File: src/eivc_consts.svh
// Offsets, field positions and reset values of the edge and vector control block
`ifndef EIVC_CONSTS_SVH
`define EIVC_CONSTS_SVH
// ****************************************
// Register byte offsets
// ****************************************
`define EIVC_OFF_CTRL 12'h000
`define EIVC_OFF_STAT 12'h004
`define EIVC_OFF_MASK 12'h008
// ****************************************
// Field positions
// ****************************************
`define EIVC_BIT_ALT 15
`define EIVC_BIT_TDIS 14
`define EIVC_POL_MSB 2
`define EIVC_POL_LSB 0
`define EIVC_NSRC 3
// ****************************************
// Reset values
// ****************************************
`define EIVC_ALT_RST 1'h0
`define EIVC_POL_RST 3'h0
`define EIVC_STAT_RST 3'h0
`define EIVC_MASK_RST 3'h0
// ****************************************
// Vector table geometry
// ****************************************
`define EIVC_ALT_OFS 24'h000100
`endif

File: src/eivc_pkg.sv
// Types shared by the edge and vector control block
package eivc_pkg;
  // ****************************************
  // Types
  // ****************************************
  typedef logic [2:0] eivc_src_t;    // One bit per external request
  typedef logic [15:0] eivc_word_t;  // Register view width
  typedef logic [23:0] eivc_vaddr_t; // Program memory vector address
  // Register selected by a bus address
  typedef enum logic [1:0] {
    EIVC_SEL_CTRL = 2'h0,
    EIVC_SEL_STAT = 2'h1,
    EIVC_SEL_MASK = 2'h3,
    EIVC_SEL_NONE = 2'h2
  } eivc_regsel_e;
endpackage

File: src/eivc_edge_if.sv
// Signals between the register block and the pin edge detector
`timescale 1ns/10ps
interface eivc_edge_if;
  logic ce;                        // Clock enable, freezes detector
  eivc_pkg::eivc_src_t pin;        // Raw external request pins
  eivc_pkg::eivc_src_t falling_sel; // 1 picks the falling edge
  eivc_pkg::eivc_src_t level;      // Synchronised current level
  eivc_pkg::eivc_src_t level_prev; // Level one enabled cycle earlier
  eivc_pkg::eivc_src_t edge_hit;   // Selected edge seen this cycle
  // Detector side
  modport det (
    input ce, pin, falling_sel,
    output level, level_prev, edge_hit
  );
  // Register block side
  modport ctl (
    output ce, pin, falling_sel,
    input level, level_prev, edge_hit
  );
endinterface

File: src/eivc_top.sv
// External request edge control, vector table select and APB registers
//
// Overview of operation
// - Bit 15 selects alternate vector table
// - Bit 14 mirrors timed disable, read only
// - Bit 2 picks falling edge for request 2
// - Bit 1 picks falling edge for request 1
// - Bit 0 picks falling edge for request 0
// - Bits 13 to 3 read zero, ignore writes
// - Detected edge sets flag until software clears
// - Alternate vector equals standard plus 0x100
`timescale 1ns/10ps
`include "eivc_consts.svh"
module eivc_top (
  // Clock, reset, enable
  input wire logic pclk,
  input wire logic presetn,
  input wire logic ce,
  // APB slave
  input wire logic psel,
  input wire logic penable,
  input wire logic pwrite,
  input wire logic [11:0] paddr,
  input wire logic [31:0] pwdata,
  input wire logic [3:0] pstrb,
  output logic [31:0] prdata,
  output logic pready,
  output logic pslverr,
  // External request pins
  input wire logic [2:0] ext_req_pin,
  // CPU status and vector fetch
  input wire logic timed_irq_disable_in,
  input wire logic vec_req,
  input wire logic [23:0] vec_std_addr,
  output logic [23:0] vec_addr,
  output logic vec_ack,
  // Interrupt
  output logic irq
);
  // ****************************************
  // State
  // ****************************************
  logic alt_vector_table_sel_r;             // Table select
  logic timed_irq_disable_active_r;         // Hardware status copy
  eivc_pkg::eivc_src_t falling_sel_r;       // Edge polarity per pin
  eivc_pkg::eivc_src_t stat_r;              // Sticky request flags
  eivc_pkg::eivc_src_t stat_nxt;            // Next flag value
  eivc_pkg::eivc_src_t mask_r;              // Interrupt mask
  logic [31:0] prdata_r;                    // Read data holding flop
  eivc_pkg::eivc_vaddr_t vec_addr_r;        // Translated vector
  logic vec_ack_r;                          // Vector valid strobe

  eivc_edge_if eif ();

  // ****************************************
  // Address decode
  // ****************************************
  // Decoder shared by read and write paths
  function automatic eivc_pkg::eivc_regsel_e sel_of(input logic [11:0] a);
    eivc_pkg::eivc_regsel_e s;
    s = eivc_pkg::EIVC_SEL_NONE;
    if (a == `EIVC_OFF_CTRL) begin
      s = eivc_pkg::EIVC_SEL_CTRL;
    end else if (a == `EIVC_OFF_STAT) begin
      s = eivc_pkg::EIVC_SEL_STAT;
    end else if (a == `EIVC_OFF_MASK) begin
      s = eivc_pkg::EIVC_SEL_MASK;
    end
    return s;
  endfunction

  wire eivc_pkg::eivc_regsel_e sel = sel_of(paddr);
  wire access = psel & penable & ce;                // Completing edge
  wire wr = access & pwrite;                        // Write strobe
  wire wr_ctrl = wr & (sel == eivc_pkg::EIVC_SEL_CTRL);
  wire wr_stat = wr & (sel == eivc_pkg::EIVC_SEL_STAT) & pstrb[0];
  wire wr_mask = wr & (sel == eivc_pkg::EIVC_SEL_MASK) & pstrb[0];

  // Control view: bits 13..3 are hard zero, no storage behind them
  wire eivc_pkg::eivc_word_t ctrl_view = {alt_vector_table_sel_r,
    timed_irq_disable_active_r, 11'h000, falling_sel_r};

  // Read mux; unmapped addresses read zero
  wire [31:0] rd_word =
    (sel == eivc_pkg::EIVC_SEL_CTRL) ? {16'h0000, ctrl_view} :
    (sel == eivc_pkg::EIVC_SEL_STAT) ? {29'h00000000, stat_r} :
    (sel == eivc_pkg::EIVC_SEL_MASK) ? {29'h00000000, mask_r} : 32'h00000000;

  // ****************************************
  // APB answers
  // ****************************************
  // Zero wait states; a low enable stretches the access instead
  assign pready = ce;
  assign pslverr = psel & penable & (sel == eivc_pkg::EIVC_SEL_NONE);
  assign prdata = prdata_r;

  // Read data captured while selected, so it is steady in access phase
  always_ff @(posedge pclk or negedge presetn) begin
    if (!presetn) begin
      prdata_r <= 32'h00000000;
    end else if (ce && psel && !pwrite) begin
      prdata_r <= rd_word;
    end
  end

  // ****************************************
  // Control register
  // ****************************************
  // Writable fields only; byte lanes honoured
  always_ff @(posedge pclk or negedge presetn) begin
    if (!presetn) begin
      alt_vector_table_sel_r <= `EIVC_ALT_RST;
      falling_sel_r <= `EIVC_POL_RST;
    end else if (wr_ctrl) begin
      if (pstrb[1]) begin
        alt_vector_table_sel_r <= pwdata[`EIVC_BIT_ALT];
      end
      if (pstrb[0]) begin
        falling_sel_r <= pwdata[`EIVC_POL_MSB:`EIVC_POL_LSB];
      end
    end
  end

  // Status bit follows the CPU, never software
  always_ff @(posedge pclk or negedge presetn) begin
    if (!presetn) begin
      timed_irq_disable_active_r <= 1'b0;
    end else if (ce) begin
      timed_irq_disable_active_r <= timed_irq_disable_in;
    end
  end

  // ****************************************
  // Edge detector
  // ****************************************
  assign eif.ce = ce;
  assign eif.pin = ext_req_pin;
  assign eif.falling_sel = falling_sel_r;

  eivc_edge_det u_det (
    .pclk(pclk),
    .presetn(presetn),
    .eif(eif)
  );

  // ****************************************
  // Flags, mask, interrupt
  // ****************************************
  // Write one clears; a same-cycle edge wins over the clear
  assign stat_nxt = (stat_r & ~(wr_stat ? pwdata[2:0] : 3'h0)) | eif.edge_hit;

  always_ff @(posedge pclk or negedge presetn) begin
    if (!presetn) begin
      stat_r <= `EIVC_STAT_RST;
      mask_r <= `EIVC_MASK_RST;
    end else if (ce) begin
      stat_r <= stat_nxt;
      if (wr_mask) begin
        mask_r <= pwdata[2:0];
      end
    end
  end

  // Level output, high while any enabled flag stands
  assign irq = |(stat_r & mask_r);

  // ****************************************
  // Vector fetch translation
  // ****************************************
  // Alternate table sits one fixed offset above the standard one
  wire eivc_pkg::eivc_vaddr_t vec_sel = alt_vector_table_sel_r ?
    eivc_pkg::eivc_vaddr_t'(vec_std_addr + `EIVC_ALT_OFS) : vec_std_addr;

  always_ff @(posedge pclk or negedge presetn) begin
    if (!presetn) begin
      vec_addr_r <= 24'h000000;
      vec_ack_r <= 1'b0;
    end else if (ce) begin
      vec_ack_r <= vec_req;
      if (vec_req) begin
        vec_addr_r <= vec_sel;
      end
    end
  end

  assign vec_addr = vec_addr_r;
  assign vec_ack = vec_ack_r;
endmodule

File: src/eivc_edge_det.sv
// Synchroniser and polarity-selected edge detector for the external requests
`timescale 1ns/10ps
`include "eivc_consts.svh"
module eivc_edge_det (
  // Clock and reset
  input wire logic pclk,
  input wire logic presetn,
  // Link to the register block
  eivc_edge_if.det eif
);
  // ****************************************
  // Per-pin pipeline
  // ****************************************
  // Flops live per pin so each process owns its own variables
  genvar k;
  generate
    for (k = 0; k < `EIVC_NSRC; k++) begin : g_pin
      logic meta_r; // First stage, read only by the second
      logic cur_r;  // Second stage, safe to compare
      logic prev_r; // Previous safe sample
      // Two-flop synchroniser plus history flop
      always_ff @(posedge pclk or negedge presetn) begin
        if (!presetn) begin
          meta_r <= 1'b0;
          cur_r <= 1'b0;
          prev_r <= 1'b0;
        end else if (eif.ce) begin
          meta_r <= eif.pin[k];
          cur_r <= meta_r;
          prev_r <= cur_r;
        end
      end
      // Edge exists when samples differ; new level picks its direction
      assign eif.edge_hit[k] = eif.ce & (cur_r ^ prev_r)
                               & (cur_r ^ eif.falling_sel[k]);
      assign eif.level[k] = cur_r;
      assign eif.level_prev[k] = prev_r;
    end
  endgenerate
endmodule

File: config.mk
export PLATFORM = sky130hd
export DESIGN_NAME = eivc_top
export DESIGN_NICKNAME = d
export VERILOG_FILES = /design/src/eivc_pkg.sv /design/src/eivc_edge_if.sv /design/src/eivc_top.sv /design/src/eivc_edge_det.sv
export VERILOG_INCLUDE_DIRS = /design/src
export SDC_FILE = /design/constraint.sdc
export NUM_CORES = 1
export LEC_CHECK = 0
export BUFFER_PORTS_ARGS = -buffer_cell sky130_fd_sc_hd__buf_2
export CORE_ASPECT_RATIO = 0.5
export CORE_MARGIN = 8
export CORE_UTILIZATION = 40
export CTS_CLUSTER_SIZE = 25
export DETAILED_ROUTE_END_ITERATION = 16
export PLACE_DENSITY = 0.76
export SLEW_MARGIN = 30
export SYNTH_ARGS = -nofsm -noshare
export SYNTH_HDL_FRONTEND = slang
export SYNTH_SLANG_ARGS = --single-unit
File: constraint.sdc
create_clock -name pclk -period 1.77 [get_ports pclk]
set_clock_uncertainty 0.2 [all_clocks]
set_input_delay 0 -clock pclk [delete_from_list [all_inputs] [get_ports pclk]]
set_output_delay 0 -clock pclk [all_outputs]
set_load 0.05 [all_outputs]
* Word level (Yosys, flattened, before mapping)
Index checks and enable logic that the tools add are counted.
** Cells by class
- Equal/unequal tests :: 5
- Reductions and logical operators :: 10
- Bitwise gates (word level) :: 25
- Add/subtract/negate cells :: 1
- Mux-type cells :: 8
** Operator list (number)
- 24-bit by 9-bit adder with 24-bit output, second input constant :: 1
- 24-bit 2-to-1 mux :: 1
- 16-bit 2-to-1 mux :: 1
- 1-bit AND :: 15
- 12-bit by 3-bit == test with 1-bit output, second input constant :: 1
- 12-bit by 4-bit == test with 1-bit output, second input constant :: 1
- 12-bit logical NOT :: 1
- 3-bit 2-to-1 mux :: 3
- 2-bit AND reduction :: 4
- 3-bit AND :: 2
- 1-bit XOR :: 6
- 2-bit == test, second input constant :: 2
- 2-bit 2-to-1 mux :: 2
- 3-bit NOT :: 1
- 3-bit bitwise OR :: 1
- 3-bit OR reduction :: 1
- 2-bit by 1-bit == test with 1-bit output, second input constant :: 1
- 1-bit logical AND :: 2
- 2-bit logical NOT :: 1
- 1-bit logical NOT :: 1
- 1-bit 2-to-1 mux :: 1
** Storage, ports and cells
- Flip-flop bits (word level) :: 77
- Output and inout port bits :: 60
- Word-level logic and storage cells :: 66

* Logic depth before layout (Yosys ltp)
Gate-level depths: netlist of run 1.
- Depth in word-level cells :: 11
- Gate-level depth with buffers :: 6
- Gate-level depth less buffers :: 5

* Hierarchy
Synthesis of run 1 repeated with hierarchy kept, for this count alone.
** Unflattened totals
- Cells, all modules :: 258
- Area, all modules :: 2735.1 um^2
** By module, submodules not included
- eivc_top :: seq. area each 1026.0 um^2, area an instance 2254.7 um^2, instances 1, cells each 224
- eivc_edge_det :: seq. area each 225.2 um^2, area an instance 480.5 um^2, instances 1, cells each 34

* Worst setup path after synthesis of run 1
No wires, ideal clock.
- Path kind :: reg-to-reg
- Start point :: reg alt_vector_table_sel_r
- End point :: reg vec_addr_r[23] (netlist: vec_addr[23])
- Arrival time :: 1616 ps
- Clock period less this slack :: 1940 ps
- Stages on the path, launching flop included :: 6
- Slack :: -170 ps
- Buffers on the path :: 1
- Cells stage by stage :: dfrtp_1 > buf_2 > nand4_1 > or3_1 > o31a_1 > o31a_1
** On the way
- Longest elaborated chain between the ends :: 1
** RTL lines
- from (decl) :: RTL line eivc_top.sv:43 : logic alt_vector_table_sel_r;
- from (signal assigned) :: RTL line eivc_top.sv:112 : alt_vector_table_sel_r <= `EIVC_ALT_RST;
- from (signal assigned) :: RTL line eivc_top.sv:116 : alt_vector_table_sel_r <= pwdata[`EIVC_BIT_ALT];
- 24-bit 2-to-1 mux :: RTL line eivc_top.sv:171 : wire eivc_pkg::eivc_vaddr_t vec_sel = alt_vector_table_sel_r ?
- to (signal assigned) :: RTL line eivc_top.sv:181 : vec_addr_r <= vec_sel;
- to (decl) :: RTL line eivc_top.sv:50 : eivc_pkg::eivc_vaddr_t vec_addr_r;
Every way passes these cells.
A chain may end at the register's enable or synchronous reset.

* Worst setup path in the final report of run 1
- Start point :: in vec_std_addr[12]
- End point :: reg vec_addr_r[23] (netlist: vec_addr[23])
** On the way
- Longest elaborated chain between the ends :: 2
** RTL lines
- from (decl) :: RTL line eivc_top.sv:34 : input wire logic [23:0] vec_std_addr,
- 24-bit by 9-bit adder with 24-bit output (no source line)
- 24-bit 2-to-1 mux :: RTL line eivc_top.sv:171
Every way passes these cells.

==> metrics.cfg, run 1 <==
[outcome]
outcome=complete, but fails checks
failed_checks=negative hold slack

[critical_path]
path_common_cell=o31a_1
path_cells=dlygate4sd3_1, buf_2, nand3_1, or3_4, o31a_1, o31a_1
cpPeakStageDelay_ps=530
reg2reg_from=alt_vector_table_sel_r$_DFFE_PN0P_
reg2reg_slack_ps=70
r2r-end=vec_addr[23]$_DFFE_PN0P_
critPathLaunchType=input port
worstPathMaxFanout=3
cp-end-kind=register
slowest_stage=dlygate4sd3_1
crit_type=input port to register
critPathLaunch=vec_std_addr[12]
crit_path_end=vec_addr[23]$_DFFE_PN0P_
cp.required_ps=1740
r2r_cells=4
cp_data_arrival_time_ps=1700

[synthesis]
yosysMostFrequentCell=dfrtp_1
synth.yosys.warnings=0
synth_top_area_share_pct=47.7
netlist_area_um2=2620
synthXorXnorAreaFrac_pct=4.67
yosys-top-cells-area=dfrtp_1 (48%), mux2_2 (9.4%), buf_4 (8.0%)
yosysTopAreaCell=dfrtp_1
synthMuxAreaShare_pct=11.1
synth_flop_cell=dfrtp_1
yosysSeqAreaShare_pct=47.7
synth_compound_area_share_pct=7.92
synthArstFlopShare_pct=100
syn_avg_cell_area_um2=10.1
synth_common_cells=dfrtp_1 (50), nand2_1 (34), buf_4 (28), mux2_2 (22), o21ai_0 (19)
synthSimpleGateAreaFrac_pct=17.8
synth_edf_count=0
synth_top_family_by_area=simple AND/OR/NAND/NOR gates
synth_adder_area_share_pct=0.477
syn_inst=259
synth-seq-cells=50
synth_cell_types=35

[route]
ant_nets=0
first_iter_violations=186
wl_per_cell_um=14.5
dr.pass1.iters=4
vias=2264
totalWireLength_um=6910
via_per_inst=4.74
drc_errors=0

[die]
die_h_um=73.3
initial_core_util_pct=42.3
die_area_um2=9560
rows=20
io_pins=143
core_um2=6210
dieWidth_um=131

[sta]
setup_viol=0
timing.final.crit_period_ps=1730
finalCritPeriodShare_pct=98.0
rsz0062_at_grt=true
hold_ws_ps=-47.9
max_freq_ghz=0.577
drv_slew=0
hold_viol=4

[run]
max-cap-violations=0

[grt]
grt_pass1_wl_um=10900
gr-total-overflow=0
grt_pass1_vias=2236
grt_max_degree=42
groute.usage.overall_pct=14.4
antenna_found_initial=0

[power_and_ir_drop]
peakVddDrop_mv=0.424
power.density_nw_per_um2=885
p_leak_nw=1.72
power_mw=3.23

[cts]
post_cts_buffers=0
root_buffer=clkbuf_16
cts_made_buffers=5
clk_transition_reported_paths_ps=60
ctsHtreeMaxLevel=2
clock_latency_ps=280
ctsLongestPathBuffers=2
cts_tree=yes
numClockSinks=50

[finish]
nets=473
fill_cells=545
drive_gt1_share_pct=34.9
antenna-diode-count=0
finalNonFillerCells=478
syn_to_final_growth_pct=39.1

[placement]
io_buffers=85
dp_hpwl_um=4990
dpl.cell_count=432
gpl.final_weighted_congestion=0.780

[hold_path]
min_path_type=input port to register

[power breakdown]
group	total [mW]	switching [mW]	internal (mW)
Combinational	0.937	0.662	0.276
Sequential	1.33	0.0671	1.26
Clock	0.964	0.403	0.561
Total	3.23	1.13	2.10
[metal layers]
metal  routed length (um)  global-route usage, %  up-vias  share of wire [%]
met5                    0                      0        -                  0
met4                  116                   4.79        0                1.7
met3                  649                   4.48       11                9.4
met2                 3330                   25.2       84                 48
met1                 2820                   16.4     1065                 41
li1                     -                      -     1104                  -
[cell type report]
cell class | instances | area, um^2 | share of cell area [%]
clock inverter | 1 | 5.00 | 0.137
timing repair buffer | 133 | 893 | 24.5
sequential | 50 | 1250 | 34.3
multi-input combinational | 192 | 1220 | 33.5
tap | 88 | 110 | 3.02
inverter | 7 | 26.3 | 0.720
clock buffer | 7 | 143 | 3.91
[logic make-up (layout without fill, tap and decap cells)]
kind of cell | after synthesis | count (layout)
XOR/XNOR | 14 | 14
multiplexers | 26 | 26
AND/OR/NAND/NOR | 90 | 90
other | 1 | 27
buffers and inverters | 43 | 148
adder cells (fa/ha/maj) | 1 | 1
flip-flops | 50 | 50
AO/OA/AOI/OAI | 34 | 34
[layout by cell type, fill, tap and decap left out, types with 2 or more instances in the layout]
cell type	synthesis	layout
buf_2	1	85
a21oi_1	4	4
xnor2_1	11	11
dfrtp_1	50	50
nand2_1	34	34
mux2_2	22	22
dlygate4sd3_1	0	38
xor2_1	3	3
or2_2	3	3
a221o_1	3	3
nand2b_1	3	3
mux2_4	0	2
nor2_1	13	13
inv_1	7	7
or4_4	2	2
nand4_1	6	6
nor4_1	6	5
o21ai_0	19	19
buf_4	28	9
conb_1	1	27
o22ai_1	2	2
nor2b_1	6	6
o31a_1	2	2
nor3_1	4	4
a211oi_1	3	3
clkbuf_16	0	5
nand3_1	8	8
[state kept, by name, summed over array words and instances (netlist names)]
signal                      flops
stat_r                          3
u_det.g_pin.meta_r              3
timed_irq_disable_active_r      1
mask_r                          3
vec_addr                       24
alt_vector_table_sel_r          1
eif.falling_sel                 3
u_det.g_pin.prev_r              3
prdata                          5
u_det.g_pin.cur_r               3
vec_ack                         1
[critical path: cells and delay by family]
kind	cells	cell delay [ps]
compound gates	2	510
simple gates	2	510
buf+inv	2	670
[metrics by stage]
step	worst slack, ps	instance area (um^2)	utilization [%]	TNS, ps
2_1_floorplan	-56.3	2740	-	-72.0
3_3_place_gp	-55.0	3110	50.1	-399
3_5_place_dp	-99.0	3110	50.1	-527
4_1_cts	47.3	3650	58.8	0
5_1_grt	-14.5	3650	58.8	-14.5
6_report	35.4	3650	58.8	0
[timing repair]
action	in CTS	in global routing
hold buffers	39	0
setup endpoints to repair	0	6
gates resized for setup	0	2
hold endpoints to repair	93	0
[worst min path at each step]
stage | slack, ps | endpoint | startpoint | cells after the start
after floorplan | -500 | alt_vector_table_sel_r$_DFFE_PN0P_ | presetn | 0
after global placement | -300 | vec_addr[2]$_DFFE_PN0P_ | presetn | 1
after detailed placement | -290 | vec_addr[2]$_DFFE_PN0P_ | presetn | 1
after CTS | 30 | vec_addr[21]$_DFFE_PN0P_ | vec_std_addr[16] | 5
after global routing | 20 | prdata[15]$_DFFE_PN0P_ | psel | 5
final | -50 | prdata[15]$_DFFE_PN0P_ | psel | 5
No activity file was read; power rests on OpenSTA's default activity.
==> run 2: changes to the inputs <==
--- a/config.mk
+++ b/config.mk
@@ -7,7 +7,6 @@
 export NUM_CORES = 1
 export LEC_CHECK = 0
 export BUFFER_PORTS_ARGS = -buffer_cell sky130_fd_sc_hd__buf_2
-export CORE_ASPECT_RATIO = 0.5
 export CORE_MARGIN = 8
 export CORE_UTILIZATION = 40
 export CTS_CLUSTER_SIZE = 25
==> run 2 against run 1 <==
Compared with the run above:
- the flow still finishes with violations (negative hold slack)
- first-iteration DRC count is 46% lower
- combinational power increased by 1%
- sequential share of layout area increased by 0.094 points
- sequential power barely moved
- global-route usage is 0.53 points higher
- register-to-register slack better by 60 ps
- non-clock buffer count increased by 5
- routed wire length grew 4.3%
- cell count shrank 1.3%
- clock-buffer cell count down 2
- largest cell class unchanged
==> metrics.cfg, run 2 (synthesis gave the netlist of run 1 again) <==
[power_and_ir_drop]
p_leak_nw=1.72  ; about the same
peakVddDrop_mv=0.471  ; was 0.424 mV
power.density_nw_per_um2=823  ; was 885 nW/um^2
power_mw=3.00  ; was 3.23 mW

[critical_path]
cp-end-kind=register  ; unchanged
cp.required_ps=1770  ; was 1740 ps
reg2reg_from=alt_vector_table_sel_r$_DFFE_PN0P_  ; unchanged
critPathLaunchType=input port  ; unchanged
reg2reg_slack_ps=130  ; was 70 ps
r2r-end=vec_addr[23]$_DFFE_PN0P_  ; unchanged
worstPathMaxFanout=3  ; unchanged
crit_type=input port to register  ; unchanged
cp_data_arrival_time_ps=1750  ; was 1700 ps
r2r_cells=4  ; unchanged

[finish]
nets=478  ; was 473
largest_reg_flops=24  ; unchanged
drive_gt1_share_pct=35.2  ; was 34.9%
final_common_cell=buf_2  ; unchanged
antenna-diode-count=0  ; unchanged
seqCellArea_um2=1250  ; unchanged
multi_input_area_um2=1230  ; was 1220 um^2
final_area_um2=3640  ; was 3650 um^2
layout_common_cells=buf_2 (85), dfrtp_1 (50), dlygate4sd3_1 (42), nand2_1 (34), conb_1 (27)  ; was buf_2 (85), dfrtp_1 (50), dlygate4sd3_1 (38), nand2_1 (34), conb_1 (27)
syn_to_final_growth_pct=38.7  ; was 39.1%
finalNonFillerCells=472  ; was 478
fill_cells=532  ; was 545

[grt]
grt_pass1_vias=2464  ; was 2236
groute.usage.overall_pct=14.9  ; was 14.4%
grt_max_degree=42  ; unchanged
gr-total-overflow=0  ; unchanged
grt_pass1_wl_um=11800  ; was 10900 um
antenna_found_initial=0  ; unchanged

[cts]
clock_latency_ps=310  ; was 280 ps
ctsLongestPathBuffers=2  ; unchanged
numClockSinks=50  ; unchanged
cts_made_buffers=5  ; unchanged
cts_tree=yes  ; unchanged
ctsHtreeMaxLevel=2  ; unchanged
clk_transition_reported_paths_ps=100  ; was 60 ps
root_buffer=clkbuf_8  ; was clkbuf_16

[die]
die_area_um2=9410  ; was 9560 um^2
rows=29  ; was 20
io_pins=143  ; unchanged
initial_core_util_pct=41.3  ; was 42.3%
dieWidth_um=97.0  ; was 131 um
core_um2=6350  ; was 6210 um^2
die_h_um=97.0  ; was 73.3 um

[sta]
finalCritPeriodShare_pct=98.7  ; was 98.0%
drv_slew=0  ; unchanged
slew_headroom_pct=57.8
setup_viol=0  ; unchanged
hold_ws_ps=-31.1  ; was -47.9 ps
tightest_slew_ps=633
hold_viol=2  ; was 4
max_freq_ghz=0.572  ; was 0.577 GHz
rsz0062_at_grt=false  ; was true
timing.final.crit_period_ps=1750  ; was 1730 ps

[placement]
placed_area_um2=3100  ; was 3110 um^2
dpl.cell_count=421  ; was 432
gpl.final_weighted_congestion=0.837  ; was 0.780
dp_hpwl_um=5200  ; was 4990 um
io_buffers=85  ; unchanged

[route]
ant_nets=0  ; unchanged
via_per_inst=4.94  ; was 4.74
wl_per_cell_um=15.3  ; was 14.5 um
dr.pass1.iters=4  ; unchanged
first_iter_violations=100  ; was 186
vias=2331  ; was 2264
totalWireLength_um=7210  ; was 6910 um
drc_errors=0  ; unchanged

[hold_path]
whs_endpoint=prdata[14]$_DFFE_PN0P_  ; was prdata[15]$_DFFE_PN0P_
hold_start=ce  ; was psel
min_path_type=input port to register  ; unchanged
holdPathStages=5  ; unchanged

[run]
max-cap-violations=0  ; unchanged

[outcome]
outcome=complete, but fails checks  ; unchanged
failed_checks=negative hold slack  ; unchanged

run 2: changes by cell type in the layout (fill, tap and decap cells not counted), sizes merged:
cell         before  now
buf              95   96
dlygate4sd3      38   42
clkbuf            7    5
inv               7    9
run 2: per-layer routing:
layer,vias up,GRT usage [%],wire length [um]
li1,1109,-,-
met1,1119,15.6,2750
met2,85,25.5,3730
met3,18,5.69,550
met4,0,7.34,192
met5,-,0,0
run 2: worst max path at each step:
stage,start,endpoint,slack [ps],depth (start not counted)
after floorplan,alt_vector_table_sel_r$_DFFE_PN0P_,vec_addr[23]$_DFFE_PN0P_,-60,5
after global routing,vec_std_addr[16],vec_addr[23]$_DFFE_PN0P_,3,6
after detailed placement,paddr[7],stat_r[2]$_DFFE_PN0P_,-100,5
after global placement,paddr[7],stat_r[2]$_DFFE_PN0P_,-40,5
final,vec_std_addr[16],vec_addr[23]$_DFFE_PN0P_,20,6
after CTS,vec_std_addr[17],vec_addr[23]$_DFFE_PN0P_,10,6
run 2: layout make-up:
type                            instances  share of cell area (%)
Inverter                                7                   0.722
Multi-Input combinational cell        192                    33.7
Tap cell                               77                    2.65
Timing Repair Buffer                  138                    25.9
Clock buffer                            5                    1.89
Clock inverter                          3                   0.791
Sequential cell                        50                    34.4
run 2: through the flow:
| stage | utilization, % | setup WS (ps) | TNS [ps] |
|---|---|---|---|
| 2_1_floorplan | - | -56.3 | -72.0 |
| 3_3_place_gp | 48.8 | -44.5 | -237 |
| 3_5_place_dp | 48.8 | -97.0 | -610 |
| 4_1_cts | 56.9 | 15.0 | 0 |
| 5_1_grt | 57.3 | 3.22 | 0 |
| 6_report | 57.3 | 22.7 | 0 |
run 2: where the power goes:
group	internal [mW]	switching, mW	leakage [nW]
Clock	0.296	0.424	0.0506
Combinational	0.282	0.666	1.06
Sequential	1.26	0.0669	0.608
Total	1.84	1.16	1.72
run 2: worst max-delay path: stages:
cell and delay (ps):
dlygate4sd3_1 550, buf_2 140, nand4_1 130, or3_4 410
o31a_1 240, o31a_1 270
run 2: repair_timing:
item / 4_1_cts / 5_1_grt
endpoints found under the setup margin: 0 / 3
gates resized for setup: 0 / 3
endpoints found under the hold margin: 69 / 3
setup buffers: 0 / 1
hold buffers: 42 / 1
